File: config.mk
export PLATFORM = sky130hd
export DESIGN_NAME = csc_regs
export DESIGN_NICKNAME = d
export VERILOG_FILES = /design/src/core/csc_pkg.sv /design/src/core/csc_regs.sv
export SDC_FILE = /design/constraint.sdc
export NUM_CORES = 1
export LEC_CHECK = 0
export ABC_CLOCK_PERIOD_IN_PS = 2600
export BUFFER_PORTS_ARGS = -buffer_cell sky130_fd_sc_hd__buf_2
export CAP_MARGIN = 20
export CORE_AREA = 2 2 190 192
export DETAILED_ROUTE_END_ITERATION = 16
export DIE_AREA = 0 0 192 194
export SYNTH_ARGS = -nofsm -noshare
export SYNTH_HDL_FRONTEND = slang
export SYNTH_SLANG_ARGS = --single-unit
File: constraint.sdc
create_clock -name mclk_in -period 2.6 [get_ports mclk_in]
set_clock_uncertainty 0.1 [all_clocks]
set_input_delay 0.52 -clock mclk_in [delete_from_list [all_inputs] [get_ports mclk_in]]
set_output_delay 0.52 -clock mclk_in [all_outputs]
set_load 0.005 [all_outputs]
File: src/core/csc_pkg.sv
// Overview of operation
// - Carry flag follows add/subtract carry or borrow
// - Trace trap after each instruction, not in handlers
// - Trace enable copied to pending at instruction start
// - Low flag: second operand unsigned-below first
// - Negative flag: second operand signed-below first
// - Zero flag set on equal compare
// - General flag reports add/subtract overflow
// - User bit selects user or supervisor stack
// - Any exception clears the user bit
// - User-mode user stack pointer access traps undefined
// - Maskable interrupts need local and global enable
// - Enable/disable instructions and status word writes change local enable
// - Global enable clears on interrupt, sets on return
// - Branch conditions evaluate the five status flags
// - Reset clears bits 0-11, local enable set
// - Warm reset saves old status into register two
// - Bits 4 and 8 zero, 12-15 reserved
// - Status bits change through affecting instructions and bus writes
// - Configuration cleared on reset, cache bits reserved
// - Wide dispatch select picks 16 or 32-bit entries
// - Short pair mode uses 16-bit halves, pairs return
// - Register pairs: low bits in lower-numbered register
package csc_pkg;

  // Status word bit positions
  localparam int PSW_C = 0;
  localparam int PSW_T = 1;
  localparam int PSW_L = 2;
  localparam int PSW_U = 3;
  localparam int PSW_F = 5;
  localparam int PSW_Z = 6;
  localparam int PSW_N = 7;
  localparam int PSW_E = 9;
  localparam int PSW_P = 10;
  localparam int PSW_I = 11;

  // Configuration word bit positions
  localparam int CFG_ED = 8;
  localparam int CFG_SR = 9;

  // Reset values and writable masks
  localparam logic [15:0] PSW_RESET = 16'h0200;
  localparam logic [15:0] PSW_WMASK = 16'h0EEF;
  localparam logic [15:0] CFG_RESET = 16'h0000;
  localparam logic [15:0] CFG_WMASK = 16'h0300;

  // Register byte offsets on the bus
  localparam logic [3:0] OFS_PSW   = 4'h0;
  localparam logic [3:0] OFS_CFG   = 4'h4;
  localparam logic [3:0] OFS_SAVE  = 4'h8;
  localparam logic [3:0] OFS_STAT  = 4'hC;

  // Dispatch table entry sizes in bytes
  localparam logic [31:0] ENTRY_NARROW = 32'h0000_0002;
  localparam logic [31:0] ENTRY_WIDE   = 32'h0000_0004;
  localparam int NARROW_ADDR_W = 17;

  // Branch condition codes
  typedef enum logic [3:0] {
    CC_EQ = 4'h0, CC_NE = 4'h1, CC_CS = 4'h2, CC_CC = 4'h3,
    CC_HI = 4'h4, CC_LS = 4'h5, CC_GT = 4'h6, CC_LE = 4'h7,
    CC_FS = 4'h8, CC_FC = 4'h9, CC_LO = 4'hA, CC_HS = 4'hB,
    CC_LT = 4'hC, CC_GE = 4'hD, CC_UC = 4'hE, CC_NV = 4'hF
  } csc_cond_t;

  // Events from the core instruction flow
  typedef struct packed {
    logic        instr_start;
    logic        instr_end;
    logic        arith_upd;
    logic        carry;
    logic        overflow;
    logic        cmp_upd;
    logic [15:0] cmp_first;
    logic [15:0] cmp_second;
    logic        irq_enable_instr;
    logic        irq_disable_instr;
    logic        exc_take;
    logic        irq_take;
    logic        handler_done;
    logic        enter_user;
    logic        usp_access;
  } csc_core_ev_t;

  // Classic Wishbone request
  typedef struct packed {
    logic        cyc;
    logic        stb;
    logic        we;
    logic [3:0]  adr;
    logic [3:0]  sel;
    logic [31:0] dat;
  } csc_wb_req_t;

endpackage

File: src/core/csc_regs.sv
`timescale 1ns/1ps
module csc_regs (
  input  wire logic                 mclk_in,        // Core clock
  input  wire logic                 rst_in,         // Cold reset, sync high
  input  wire logic                 warm_rst_in,    // Warm reset pulse
  input  csc_pkg::csc_wb_req_t      wb_req_in,      // Wishbone request
  output logic [31:0]               wb_dat_out,     // Wishbone read data
  output logic                      wb_ack_out,     // Wishbone ack
  input  csc_pkg::csc_core_ev_t     ev_in,          // Core events
  input  wire logic                 irq_req_in,     // Maskable request
  input  wire logic                 nmi_req_in,     // Non-maskable request
  input  wire logic                 br_req_in,      // Branch evaluate strobe
  input  csc_pkg::csc_cond_t        br_cond_in,     // Branch condition
  input  wire logic [31:0]          dispatch_base_pointer_in, // Table base
  input  wire logic [7:0]           vector_in,      // Exception vector
  input  wire logic [31:0]          table_entry_in, // Entry read from table
  input  wire logic [31:0]          r13_in,         // Register 13
  input  wire logic [31:0]          ra_in,          // Return address reg
  input  wire logic [15:0]          pair_lo_in,     // Lower-numbered reg
  input  wire logic [15:0]          pair_hi_in,     // Higher-numbered reg
  output logic [15:0]               psw_out,        // Status word
  output logic [15:0]               cfg_out,        // Config word
  output logic                      use_user_stack_out, // Stack select
  output logic                      irq_accept_out, // Maskable accepted
  output logic                      nmi_accept_out, // Non-maskable accepted
  output logic                      trace_trap_out, // Trace trap pulse
  output logic                      undefined_instr_trap_out, // Undef trap
  output logic                      br_taken_out,   // Branch decision
  output logic                      br_valid_out,   // Decision valid
  output logic [15:0]               gp_register_two_out, // Warm save
  output logic                      wide_dispatch_select_out, // Entry width
  output logic                      short_pair_mode_out, // Short regs
  output logic [31:0]               entry_addr_out, // Table entry address
  output logic [31:0]               handler_addr_out, // Handler address
  output logic [31:0]               ext_ra_out,     // Extended return addr
  output logic [31:0]               pair_out        // Joined register pair
);
  import csc_pkg::*;

  // Block overview
  // This block holds the status word and the configuration word
  // Of the core, and turns core events into flag updates.
  // It has one clock and no clock enable.
  // Every register moves on every rising edge.
  //
  // Status word layout
  // Bit 0 is carry, written by add and subtract.
  // Bit 1 is trace enable, set by software only.
  // Bit 2 is the unsigned low flag of a compare.
  // Bit 3 is the user mode bit.
  // Bit 4 is constant zero.
  // Bit 5 is the general flag, used for overflow.
  // Bit 6 is the zero flag of a compare.
  // Bit 7 is the signed negative flag of a compare.
  // Bit 8 is constant zero.
  // Bit 9 is the local maskable enable.
  // Bit 10 is trace pending.
  // Bit 11 is the global maskable enable.
  // Bits 12 to 15 are reserved and read zero.
  //
  // Configuration word layout
  // Bit 8 selects wide dispatch table entries.
  // Bit 9 selects short register pairing.
  // All other bits read zero and ignore writes.
  //
  // Software access
  // Software reaches both words over classic Wishbone.
  // A request is seen on the first edge with cyc and stb.
  // Ack rises one cycle later and stands for one cycle.
  // The write lands on the edge at which ack is high.
  // Read data is captured on the first edge of a request.
  // It stands together with ack.
  // Only byte lanes 0 and 1 carry register bits.
  // The saved word and the handler status are read only.
  // Unmapped offsets answer with zero data.
  //
  // Event priority within one cycle
  // A software write is applied first.
  // Core events then override the bits they touch.
  // Disable wins over enable when both arrive.
  // Exception entry wins over a user mode request.
  // Interrupt entry wins over handler completion.
  //
  // Trace handling
  // Trace enable is copied into pending at instruction start.
  // The trap fires when pending is set at instruction end.
  // The copy and the end may share a cycle.
  // The next pending value is used then.
  // No trace trap is raised inside a handler.
  //
  // Handler tracking
  // Exception or interrupt entry marks the handler busy.
  // The user bit of the interrupted code is kept.
  // Handler completion restores that user bit.
  // Global enable is set to one as well.
  // Nested entry overwrites the kept user bit.
  // Software that nests must save it itself.
  //
  // Interrupt gating
  // A maskable request needs both enables.
  // The non-maskable request is always passed.
  // Both answers follow their requests by one cycle.
  //
  // Branch evaluation
  // The strobe samples the current flags.
  // The decision and its valid flag follow one cycle later.
  // Each stands for a single cycle.
  //
  // Dispatch addressing
  // Narrow entries are two bytes and hold a halfword index.
  // The handler address is that index shifted left by one.
  // This keeps handlers in the lowest 128K of space.
  // Wide entries are four bytes and hold a full address.
  //
  // Register pairing
  // The lower-numbered register carries the low half.
  // In short mode the return pair joins two 16-bit halves.
  // Register 13 then gives the upper half.
  //
  // Resets
  // Cold reset clears everything except local enable.
  // Warm reset copies the old status word first.
  // The copy survives the warm reset.
  // Warm reset leaves the bus slave alone.
  // A request in flight still gets its answer.
  //
  // Hazards
  // Events are single-cycle pulses from the core.
  // A held pulse is taken again on every edge.
  // A user stack access is judged on the current mode.
  // A mode change in the same cycle is not seen yet.

  logic [15:0] psw_r;
  logic [15:0] psw_nxt;
  logic [15:0] cfg_r;
  logic [15:0] save_r;
  logic        in_handler_r;
  logic        saved_user_r;
  logic        ack_r;
  logic [31:0] rdat_r;
  logic        trace_r;
  logic        undef_r;
  logic        brt_r;
  logic        brv_r;
  logic        irq_acc_r;
  logic        nmi_acc_r;
  logic [31:0] entry_r;
  logic [31:0] handler_r;
  logic [31:0] ext_ra_r;
  logic [31:0] pair_r;
  logic        wb_hit;
  logic        wr_psw;
  logic        wr_cfg;
  logic [15:0] lane_mask;

  // Evaluate a branch condition against the flags
  function automatic logic cond_eval(input csc_cond_t c, input logic [15:0] p);
    logic r;
    r = 1'b0;
    case (c)
      CC_EQ:   r = p[PSW_Z];
      CC_NE:   r = !p[PSW_Z];
      CC_CS:   r = p[PSW_C];
      CC_CC:   r = !p[PSW_C];
      CC_HI:   r = p[PSW_L];
      CC_LS:   r = !p[PSW_L];
      CC_GT:   r = p[PSW_N];
      CC_LE:   r = !p[PSW_N];
      CC_FS:   r = p[PSW_F];
      CC_FC:   r = !p[PSW_F];
      CC_LO:   r = !p[PSW_L] && !p[PSW_Z];
      CC_HS:   r = p[PSW_L] || p[PSW_Z];
      CC_LT:   r = !p[PSW_N] && !p[PSW_Z];
      CC_GE:   r = p[PSW_N] || p[PSW_Z];
      CC_UC:   r = 1'b1;
      default: r = 1'b0;
    endcase
    return r;
  endfunction

  // Join a register pair, low half from the lower-numbered register
  function automatic logic [31:0] pair_join(input logic [15:0] lo, input logic [15:0] hi);
    return {hi, lo};
  endfunction

  // Bus decode; writes land on the edge at which ack is high
  assign wb_hit    = wb_req_in.cyc && wb_req_in.stb && !ack_r;
  assign wr_psw    = wb_req_in.cyc && wb_req_in.stb && ack_r && wb_req_in.we
                     && (wb_req_in.adr == OFS_PSW);
  assign wr_cfg    = wb_req_in.cyc && wb_req_in.stb && ack_r && wb_req_in.we
                     && (wb_req_in.adr == OFS_CFG);
  assign lane_mask = {{8{wb_req_in.sel[1]}}, {8{wb_req_in.sel[0]}}};

  // Next status word: software write first, then core events over it
  always_comb begin
    psw_nxt = psw_r;
    if (wr_psw) begin
      psw_nxt = (psw_r & ~(lane_mask & PSW_WMASK))
              | (wb_req_in.dat[15:0] & lane_mask & PSW_WMASK);
    end
    if (ev_in.instr_start) begin
      psw_nxt[PSW_P] = psw_nxt[PSW_T];
    end
    if (ev_in.arith_upd) begin
      psw_nxt[PSW_C] = ev_in.carry;
      psw_nxt[PSW_F] = ev_in.overflow;
    end
    if (ev_in.cmp_upd) begin
      psw_nxt[PSW_L] = ev_in.cmp_second < ev_in.cmp_first;
      psw_nxt[PSW_N] = $signed(ev_in.cmp_second) < $signed(ev_in.cmp_first);
      psw_nxt[PSW_Z] = ev_in.cmp_second == ev_in.cmp_first;
    end
    if (ev_in.irq_enable_instr) begin
      psw_nxt[PSW_E] = 1'b1;
    end
    if (ev_in.irq_disable_instr) begin
      psw_nxt[PSW_E] = 1'b0;
    end
    if (ev_in.enter_user) begin
      psw_nxt[PSW_U] = 1'b1;
    end
    if (ev_in.handler_done) begin
      psw_nxt[PSW_I] = 1'b1;
      psw_nxt[PSW_U] = saved_user_r;
    end
    if (ev_in.exc_take || ev_in.irq_take) begin
      psw_nxt[PSW_U] = 1'b0;
    end
    if (ev_in.irq_take) begin
      psw_nxt[PSW_I] = 1'b0;
    end
    psw_nxt = psw_nxt & PSW_WMASK;
  end

  // Status word register; other bits hold unless an event touches them
  always_ff @(posedge mclk_in) begin
    if (rst_in || warm_rst_in) begin
      psw_r <= PSW_RESET;
    end else begin
      psw_r <= psw_nxt;
    end
  end

  // Warm reset keeps the pre-reset status word
  always_ff @(posedge mclk_in) begin
    if (rst_in) begin
      save_r <= 16'h0000;
    end else if (warm_rst_in) begin
      save_r <= psw_r;
    end
  end

  // Configuration word
  always_ff @(posedge mclk_in) begin
    if (rst_in || warm_rst_in) begin
      cfg_r <= CFG_RESET;
    end else if (wr_cfg) begin
      cfg_r <= (cfg_r & ~(lane_mask & CFG_WMASK))
             | (wb_req_in.dat[15:0] & lane_mask & CFG_WMASK);
    end
  end

  // Handler tracking for trace suppression and mode restore
  always_ff @(posedge mclk_in) begin
    if (rst_in || warm_rst_in) begin
      in_handler_r <= 1'b0;
      saved_user_r <= 1'b0;
    end else if (ev_in.exc_take || ev_in.irq_take) begin
      in_handler_r <= 1'b1;
      saved_user_r <= psw_r[PSW_U];
    end else if (ev_in.handler_done) begin
      in_handler_r <= 1'b0;
    end
  end

  // Traps raised at instruction boundaries
  always_ff @(posedge mclk_in) begin
    if (rst_in || warm_rst_in) begin
      trace_r <= 1'b0;
      undef_r <= 1'b0;
    end else begin
      trace_r <= ev_in.instr_end && psw_nxt[PSW_P] && !in_handler_r;
      undef_r <= ev_in.usp_access && psw_r[PSW_U];
    end
  end

  // Interrupt acceptance
  always_ff @(posedge mclk_in) begin
    if (rst_in || warm_rst_in) begin
      irq_acc_r <= 1'b0;
      nmi_acc_r <= 1'b0;
    end else begin
      irq_acc_r <= irq_req_in && psw_r[PSW_E] && psw_r[PSW_I];
      nmi_acc_r <= nmi_req_in;
    end
  end

  // Branch decision one cycle after the strobe
  always_ff @(posedge mclk_in) begin
    if (rst_in || warm_rst_in) begin
      brt_r <= 1'b0;
      brv_r <= 1'b0;
    end else begin
      brv_r <= br_req_in;
      brt_r <= br_req_in && cond_eval(br_cond_in, psw_r);
    end
  end

  // Dispatch and register pairing
  always_ff @(posedge mclk_in) begin
    if (rst_in) begin
      entry_r   <= 32'h0000_0000;
      handler_r <= 32'h0000_0000;
      ext_ra_r  <= 32'h0000_0000;
      pair_r    <= 32'h0000_0000;
    end else begin
      if (cfg_r[CFG_ED]) begin
        entry_r   <= dispatch_base_pointer_in + ENTRY_WIDE * {24'h00_0000, vector_in};
        handler_r <= table_entry_in;
      end else begin
        entry_r   <= dispatch_base_pointer_in + ENTRY_NARROW * {24'h00_0000, vector_in};
        handler_r <= {15'h0000, table_entry_in[15:0], 1'b0};
      end
      if (cfg_r[CFG_SR]) begin
        ext_ra_r <= pair_join(ra_in[15:0], r13_in[15:0]);
      end else begin
        ext_ra_r <= ra_in;
      end
      pair_r <= pair_join(pair_lo_in, pair_hi_in);
    end
  end

  // Bus slave: ack one cycle after the request, dropped the next cycle
  always_ff @(posedge mclk_in) begin
    if (rst_in) begin
      ack_r  <= 1'b0;
      rdat_r <= 32'h0000_0000;
    end else begin
      ack_r <= wb_hit;
      if (wb_hit && !wb_req_in.we) begin
        case (wb_req_in.adr)
          OFS_PSW:  rdat_r <= {16'h0000, psw_r};
          OFS_CFG:  rdat_r <= {16'h0000, cfg_r};
          OFS_SAVE: rdat_r <= {16'h0000, save_r};
          OFS_STAT: rdat_r <= {30'h0000_0000, saved_user_r, in_handler_r};
          default:  rdat_r <= 32'h0000_0000;
        endcase
      end
    end
  end

  // Output drive
  assign wb_ack_out               = ack_r;
  assign wb_dat_out               = rdat_r;
  assign psw_out                  = psw_r;
  assign cfg_out                  = cfg_r;
  assign use_user_stack_out       = psw_r[PSW_U];
  assign irq_accept_out           = irq_acc_r;
  assign nmi_accept_out           = nmi_acc_r;
  assign trace_trap_out           = trace_r;
  assign undefined_instr_trap_out = undef_r;
  assign br_taken_out             = brt_r;
  assign br_valid_out             = brv_r;
  assign gp_register_two_out      = save_r;
  assign wide_dispatch_select_out = cfg_r[CFG_ED];
  assign short_pair_mode_out      = cfg_r[CFG_SR];
  assign entry_addr_out           = entry_r;
  assign handler_addr_out         = handler_r;
  assign ext_ra_out               = ext_ra_r;
  assign pair_out                 = pair_r;

endmodule

Yosys cells after proc, flatten, opt, wreduce, memory -nomap -nowiden
Index checks and enable logic that the tools add are counted.
{"block": "op_classes", "n_addsub": 2, "eq_ne": 18, "magnitude_cmp": 2, "bitwise_logic": 8, "n_reduce_logical": 38, "muxes": 19}
{"operator": "2-to-1 mux 32 bit", "n": 2}
{"operator": "case mux 16 bit (4 select lines)", "n": 1}
{"operator": "equality test 4 bit, second input constant", "n": 9}
{"operator": "adder 32 x 10 -> 32 bit", "n": 1}
{"operator": "adder 32 x 9 -> 32 bit", "n": 1}
{"operator": "< comparator 16 bit", "n": 2}
{"operator": "AND 12 bit", "n": 2}
{"operator": "equality test 4 x 3 -> 1 bit, second input constant", "n": 5}
{"operator": "2-to-1 mux 17 bit", "n": 1}
{"operator": "AND 16 bit", "n": 1}
{"operator": "equality test 16 bit", "n": 1}
{"operator": "inverter 10 -> 16 bit", "n": 1}
{"operator": "OR 16 x 10 -> 16 bit", "n": 1}
{"operator": "logical AND 1 bit", "n": 15}
{"operator": "case mux 1 bit (15 select lines)", "n": 1}
{"operator": "2-to-1 mux 1 bit", "n": 12}
{"operator": "2-to-1 mux 12 bit", "n": 1}
{"operator": "inverter 12 bit", "n": 1}
{"operator": "OR 12 bit", "n": 1}
{"operator": "equality test 4 x 2 -> 1 bit, second input constant", "n": 2}
{"operator": "logical NOT 1 bit", "n": 8}
{"operator": "logical NOT 4 bit", "n": 2}
{"operator": "nonzero test 2 bit", "n": 4}
{"operator": "nonzero test 3 bit", "n": 2}
{"operator": "other kinds (5)", "n": 10}
{"block": "word_totals", "output_inout_bits": 218, "inputBits": 266, "reg_bits": 211, "word_cells": 110}

Depth between registers and ports, before layout
{"block": "logic_depth", "depth_word": 8, "mapped_depth": 11, "ltp_nobuf": 9}

Least setup slack after synthesis
Ideal clock, no wire load.
{"block": "synth_path", "kind": "input port to flip-flop", "start": "input dispatch_base_pointer_in[2]", "end": "register entry_r[12] (netlist: entry_addr_out[12])", "setup_ps": 121, "cell_stages": 9, "required_ps": 2379, "n_path_buf": 1, "arrival_ps": 2473, "setup_slack_ps": -94, "cell_sequence": "ha_1 > fa_1 > a21o_1 > nand4_1 > a21oi_1 > o21ai_0 > clkbuf_1 > nor2_1 > mux2_2"}
{"block": "synth_via", "elab_chain_len": 2, "elab_cells_between_ends": 3, "classes_between": "add/sub: 2; mux: 1"}
{"item": "from (decl)", "line_no": "csc_regs.sv:14", "rtl": "input wire logic [31:0] dispatch_base_pointer_in,"}
{"item": "adder 32 x 9 -> 32 bit / adder 32 x 10 -> 32 bit (equally long branches)", "line_no": "csc_regs.sv:321, csc_regs.sv:318"}
{"item": "2-to-1 mux 32 bit *", "line_no": "csc_regs.sv:317", "rtl": "if (cfg_r[CFG_ED]) begin"}
{"item": "to (signal assigned)", "line_no": "csc_regs.sv:318", "rtl": "entry_r <= dispatch_base_pointer_in + ENTRY_WIDE * {24'h00_0000, vector_in};"}
{"item": "to (signal assigned)", "line_no": "csc_regs.sv:321", "rtl": "entry_r <= dispatch_base_pointer_in + ENTRY_NARROW * {24'h00_0000, vector_in};"}
{"item": "to (decl)", "line_no": "csc_regs.sv:147", "rtl": "logic [31:0] entry_r;"}
Mark *: on every way between the ends. The rest lies on a longest branch, timed or not.
A chain may end at the register's enable or synchronous reset.

Worst setup path in the final report
{"block": "layout_path", "start": "input dispatch_base_pointer_in[1]", "end": "register entry_r[25] (netlist: entry_addr_out[25])"}
The elaborated chain is that of the path after synthesis.

==> impl_results.md <==
- Status: complete, no violations
- Synth Area per Inst: 9.31 sq um
- Total power: 6.49 mW
- Ports: 484
- Leakage Power: 5.35 nW
- Clock buffer depth: 2
- Layout cell share with drive strength beyond 1: 39.6%
- Worst min path class: in2reg
- Largest net degree at the start of global routing: 88
- Worst IR drop on VDD: 0.451 mV
- Initial Util: 21.4%
- CP startpoint: dispatch_base_pointer_in[1]
- Achievable Freq: 0.418 GHz
- Die Footprint: 37200 sq um
- Final setup violation count: 0
- Yosys Warn Count: 0
- Max Slew Vio Count: 0
- CP Launch Type: input pin
- DR WL/cell: 14.6 um
- Cell Rows: 69
- CTS tree: done
- Commonest cells after routing, fill and taps aside: buf_2, dfxtp_1, nor2_1
- Min-Delay Endpoint: handler_addr_out[30]
- Vias: 7011
- RePlAce Congestion: 0.877
- Sink Count: 170
- RSZ-0062 raised after global routing: no
- R2R Path End: psw_out[7]
- CORE AREA: 35200 sq um
- Final min period: 2390 ps
- EDFF count, synth: 0
- CP max stage delay: 470 ps
- Maximum Capacitance Violations: 0
- Clk root buf: clkbuf_16
- DPL Wire Length: 19700 um
- Synth Flop Type: dfxtp_1
- DRC Markers: 0
- Tot GR Track Use: 13.0%
- Post-CTS sizing: 0
- Initial DRC Count: 171
- Pre-Repair DR Iteration Count: 4
- Yosys cell types: 61
- CTS Buf Count: 17
- CP Cell Sequence: buf_2 > ha_1 > inv_1 > fa_1 > nor2b_1 > o2111ai_1 > a21boi_0 > o2bb2ai_2 > buf_12 > or4_1 > a21oi_1
- R2R Setup Slk: 780 ps
- Nets@finish: 1527
- Crit share post-route: 92.0%
- Area growth from synthesis to layout: 43.0%
- Commonest non-fill, non-tap cell in the layout: buf_2
- Final Util: 30.6%
- Register area share after synthesis: 45.1%
- Design Area, Final: 10800 sq um
- FFs w/ async S/R, synth: 0%
- CP Class: in2reg
- Chip Height: 194 um
- CP arrival: 2680 ps
- Clk slew on worst S/H paths: 70 ps
- Synthesized cell area: 7540 sq um
- Antenna Diode Count: 0
- Worst Hold Path Cells: 2
- R2R depth: 5
- Vias in the first global route: 6999
- Final Non-Filler Cells: 1701
- Vias/cell: 4.12
- Total gr overflow: 0
- R2R Path Start: wb_ack_out
- CP Data Required Time: 2880 ps
- Slowest CP cell: or4_1
- Mapped Cells: 810
- IO buf count: 397
- Initial antenna violation count: 1
- Worst Hold Launch: table_entry_in[30]
- Post-CTS Setup Inserts: 0
- CP endpoint kind: flip-flop
- Cell Area, Placed: 10100 sq um
- CP max FO: 18
- WL final: 24800 um
- Flops & latches, synth: 170
- Hold Fails Final Rpt: 0
- Pwr/cell area: 602 nW/um^2
- CTS Hold Buffers Added: 0
- Antenna viol nets, final: 0
- H-Tree Depth: 4
- Later-pin clock latency in the skew report: 450 ps
- Chip width: 192 um
- Fillers: 3760
- First-pass GRT wire length: 36800 um
- Cells after DPL: 1669
==> flip-flops by register name, summed over array words and instances (netlist names), named ones only <==
name                      count
gp_register_two_out          10
saved_user_r                  1
ext_ra_out                   32
undefined_instr_trap_out      1
nmi_accept_out                1
entry_addr_out               32
wb_dat_out                   11
in_handler_r                  1
pair_out                     32
wb_ack_out                    1
handler_addr_out             32
br_taken_out                  1
irq_accept_out                1
trace_trap_out                1
br_valid_out                  1
psw_out                      10
==> final cells by class <==
| class | instances | area, sq um | share of cell area, % |
|---|---|---|---|
| Multi-Input combinational cell | 571 | 3700 | 34.3 |
| Sequential cell | 170 | 3400 | 31.6 |
| Timing Repair Buffer | 439 | 2340 | 21.7 |
| Tap cell | 461 | 577 | 5.35 |
| Clock buffer | 19 | 453 | 4.20 |
| Clock inverter | 13 | 205 | 1.90 |
| Inverter | 28 | 105 | 0.974 |
==> power by group <==
part,internal [mW],switching [mW],total (mW)
Clock,1.69,1.16,2.85
Sequential,2.72,0.0366,2.75
Combinational,0.434,0.447,0.882
==> routing by layer <==
| metal | GRT usage, % | part of all wire (%) | vias up |
|---|---|---|---|
| met3 | 4.43 | 9.3 | 36 |
| met5 | 0 | 0.065 | - |
| met4 | 5.63 | 2.6 | 2 |
| met2 | 22.9 | 48 | 316 |
| met1 | 13.9 | 40 | 3162 |
| li1 | - | - | 3495 |
==> Yosys cell counts, drive strengths merged (2+ instances only) <==
| cell | count | share of area, % |
|---|---|---|
| a22oi | 3 | 0.30 |
| mux2i | 64 | 8.5 |
| o21bai | 2 | 0.20 |
| and3 | 4 | 0.33 |
| o21a | 3 | 0.30 |
| and2 | 20 | 1.7 |
| ha | 32 | 5.3 |
| and4 | 2 | 0.23 |
| nor3 | 16 | 1.1 |
| xor2 | 8 | 0.93 |
| clkbuf | 31 | 1.5 |
| dfxtp | 170 | 45 |
| nand3 | 15 | 1.1 |
| nand2 | 24 | 1.2 |
| nor3b | 3 | 0.30 |
| a22o | 2 | 0.23 |
| o211ai | 2 | 0.20 |
| buf | 56 | 5.3 |
| nor4 | 3 | 0.45 |
| o31ai | 7 | 0.70 |
| fa | 2 | 0.53 |
| nor2 | 99 | 4.9 |
| or3 | 13 | 1.1 |
| nand4 | 6 | 0.58 |
| mux2 | 8 | 1.2 |
| a21boi | 2 | 0.20 |
| a211oi | 4 | 0.40 |
| a31oi | 2 | 0.17 |
| a21o | 8 | 0.80 |
| nand2b | 6 | 0.50 |
| nor2b | 59 | 4.9 |
| a21oi | 53 | 3.5 |
| xnor2 | 6 | 0.70 |
| or2 | 3 | 0.25 |
| inv | 28 | 1.4 |
| or4 | 6 | 0.65 |
| o21ai | 21 | 1.4 |
==> worst max-delay path by stage <==
stage                          to  cells past startpoint  slack, ps
5_1_grt        entry_addr_out[31]                     11         30
2_1_floorplan  entry_addr_out[12]                      9          8
4_1_cts        entry_addr_out[25]                     11        220
3_5_place_dp   entry_addr_out[25]                     11       -260
6_report       entry_addr_out[25]                     11        210
3_3_place_gp   entry_addr_out[31]                     11       -240
==> metrics by stage <==
step | setup TNS [ps] | hold slack (ps) | worst slack [ps]
2_1_floorplan | 0 | 336 | 8.48
6_report | 0 | 168 | 207
3_3_place_gp | -2950 | 351 | -243
3_5_place_dp | -3140 | 351 | -257
5_1_grt | 0 | 145 | 25.1
4_1_cts | 0 | 132 | 223
==> critical path, delay by kind of cell <==
kind | cells | cell delay [ps]
buffers and inverters | 3 | 310
AOI/OAI and AO/OA | 4 | 650
and+or+nand+nor | 2 | 650
adders and majority gates | 2 | 540
==> kinds of logic after synthesis <==
group                    after synthesis  share of synthesized area [%]
AO/OA/AOI/OAI                        123                           10.0
XOR/XNOR                              14                           1.63
adder cells (fa/ha/maj)               34                           5.84
buffers and inverters                115                           8.21
flip-flops                           170                           45.1
multiplexers                          72                           9.69
other                                  1                         0.0497
AND/OR/NAND/NOR                      281                           19.4
No activity file was read; power rests on OpenSTA's default activity.
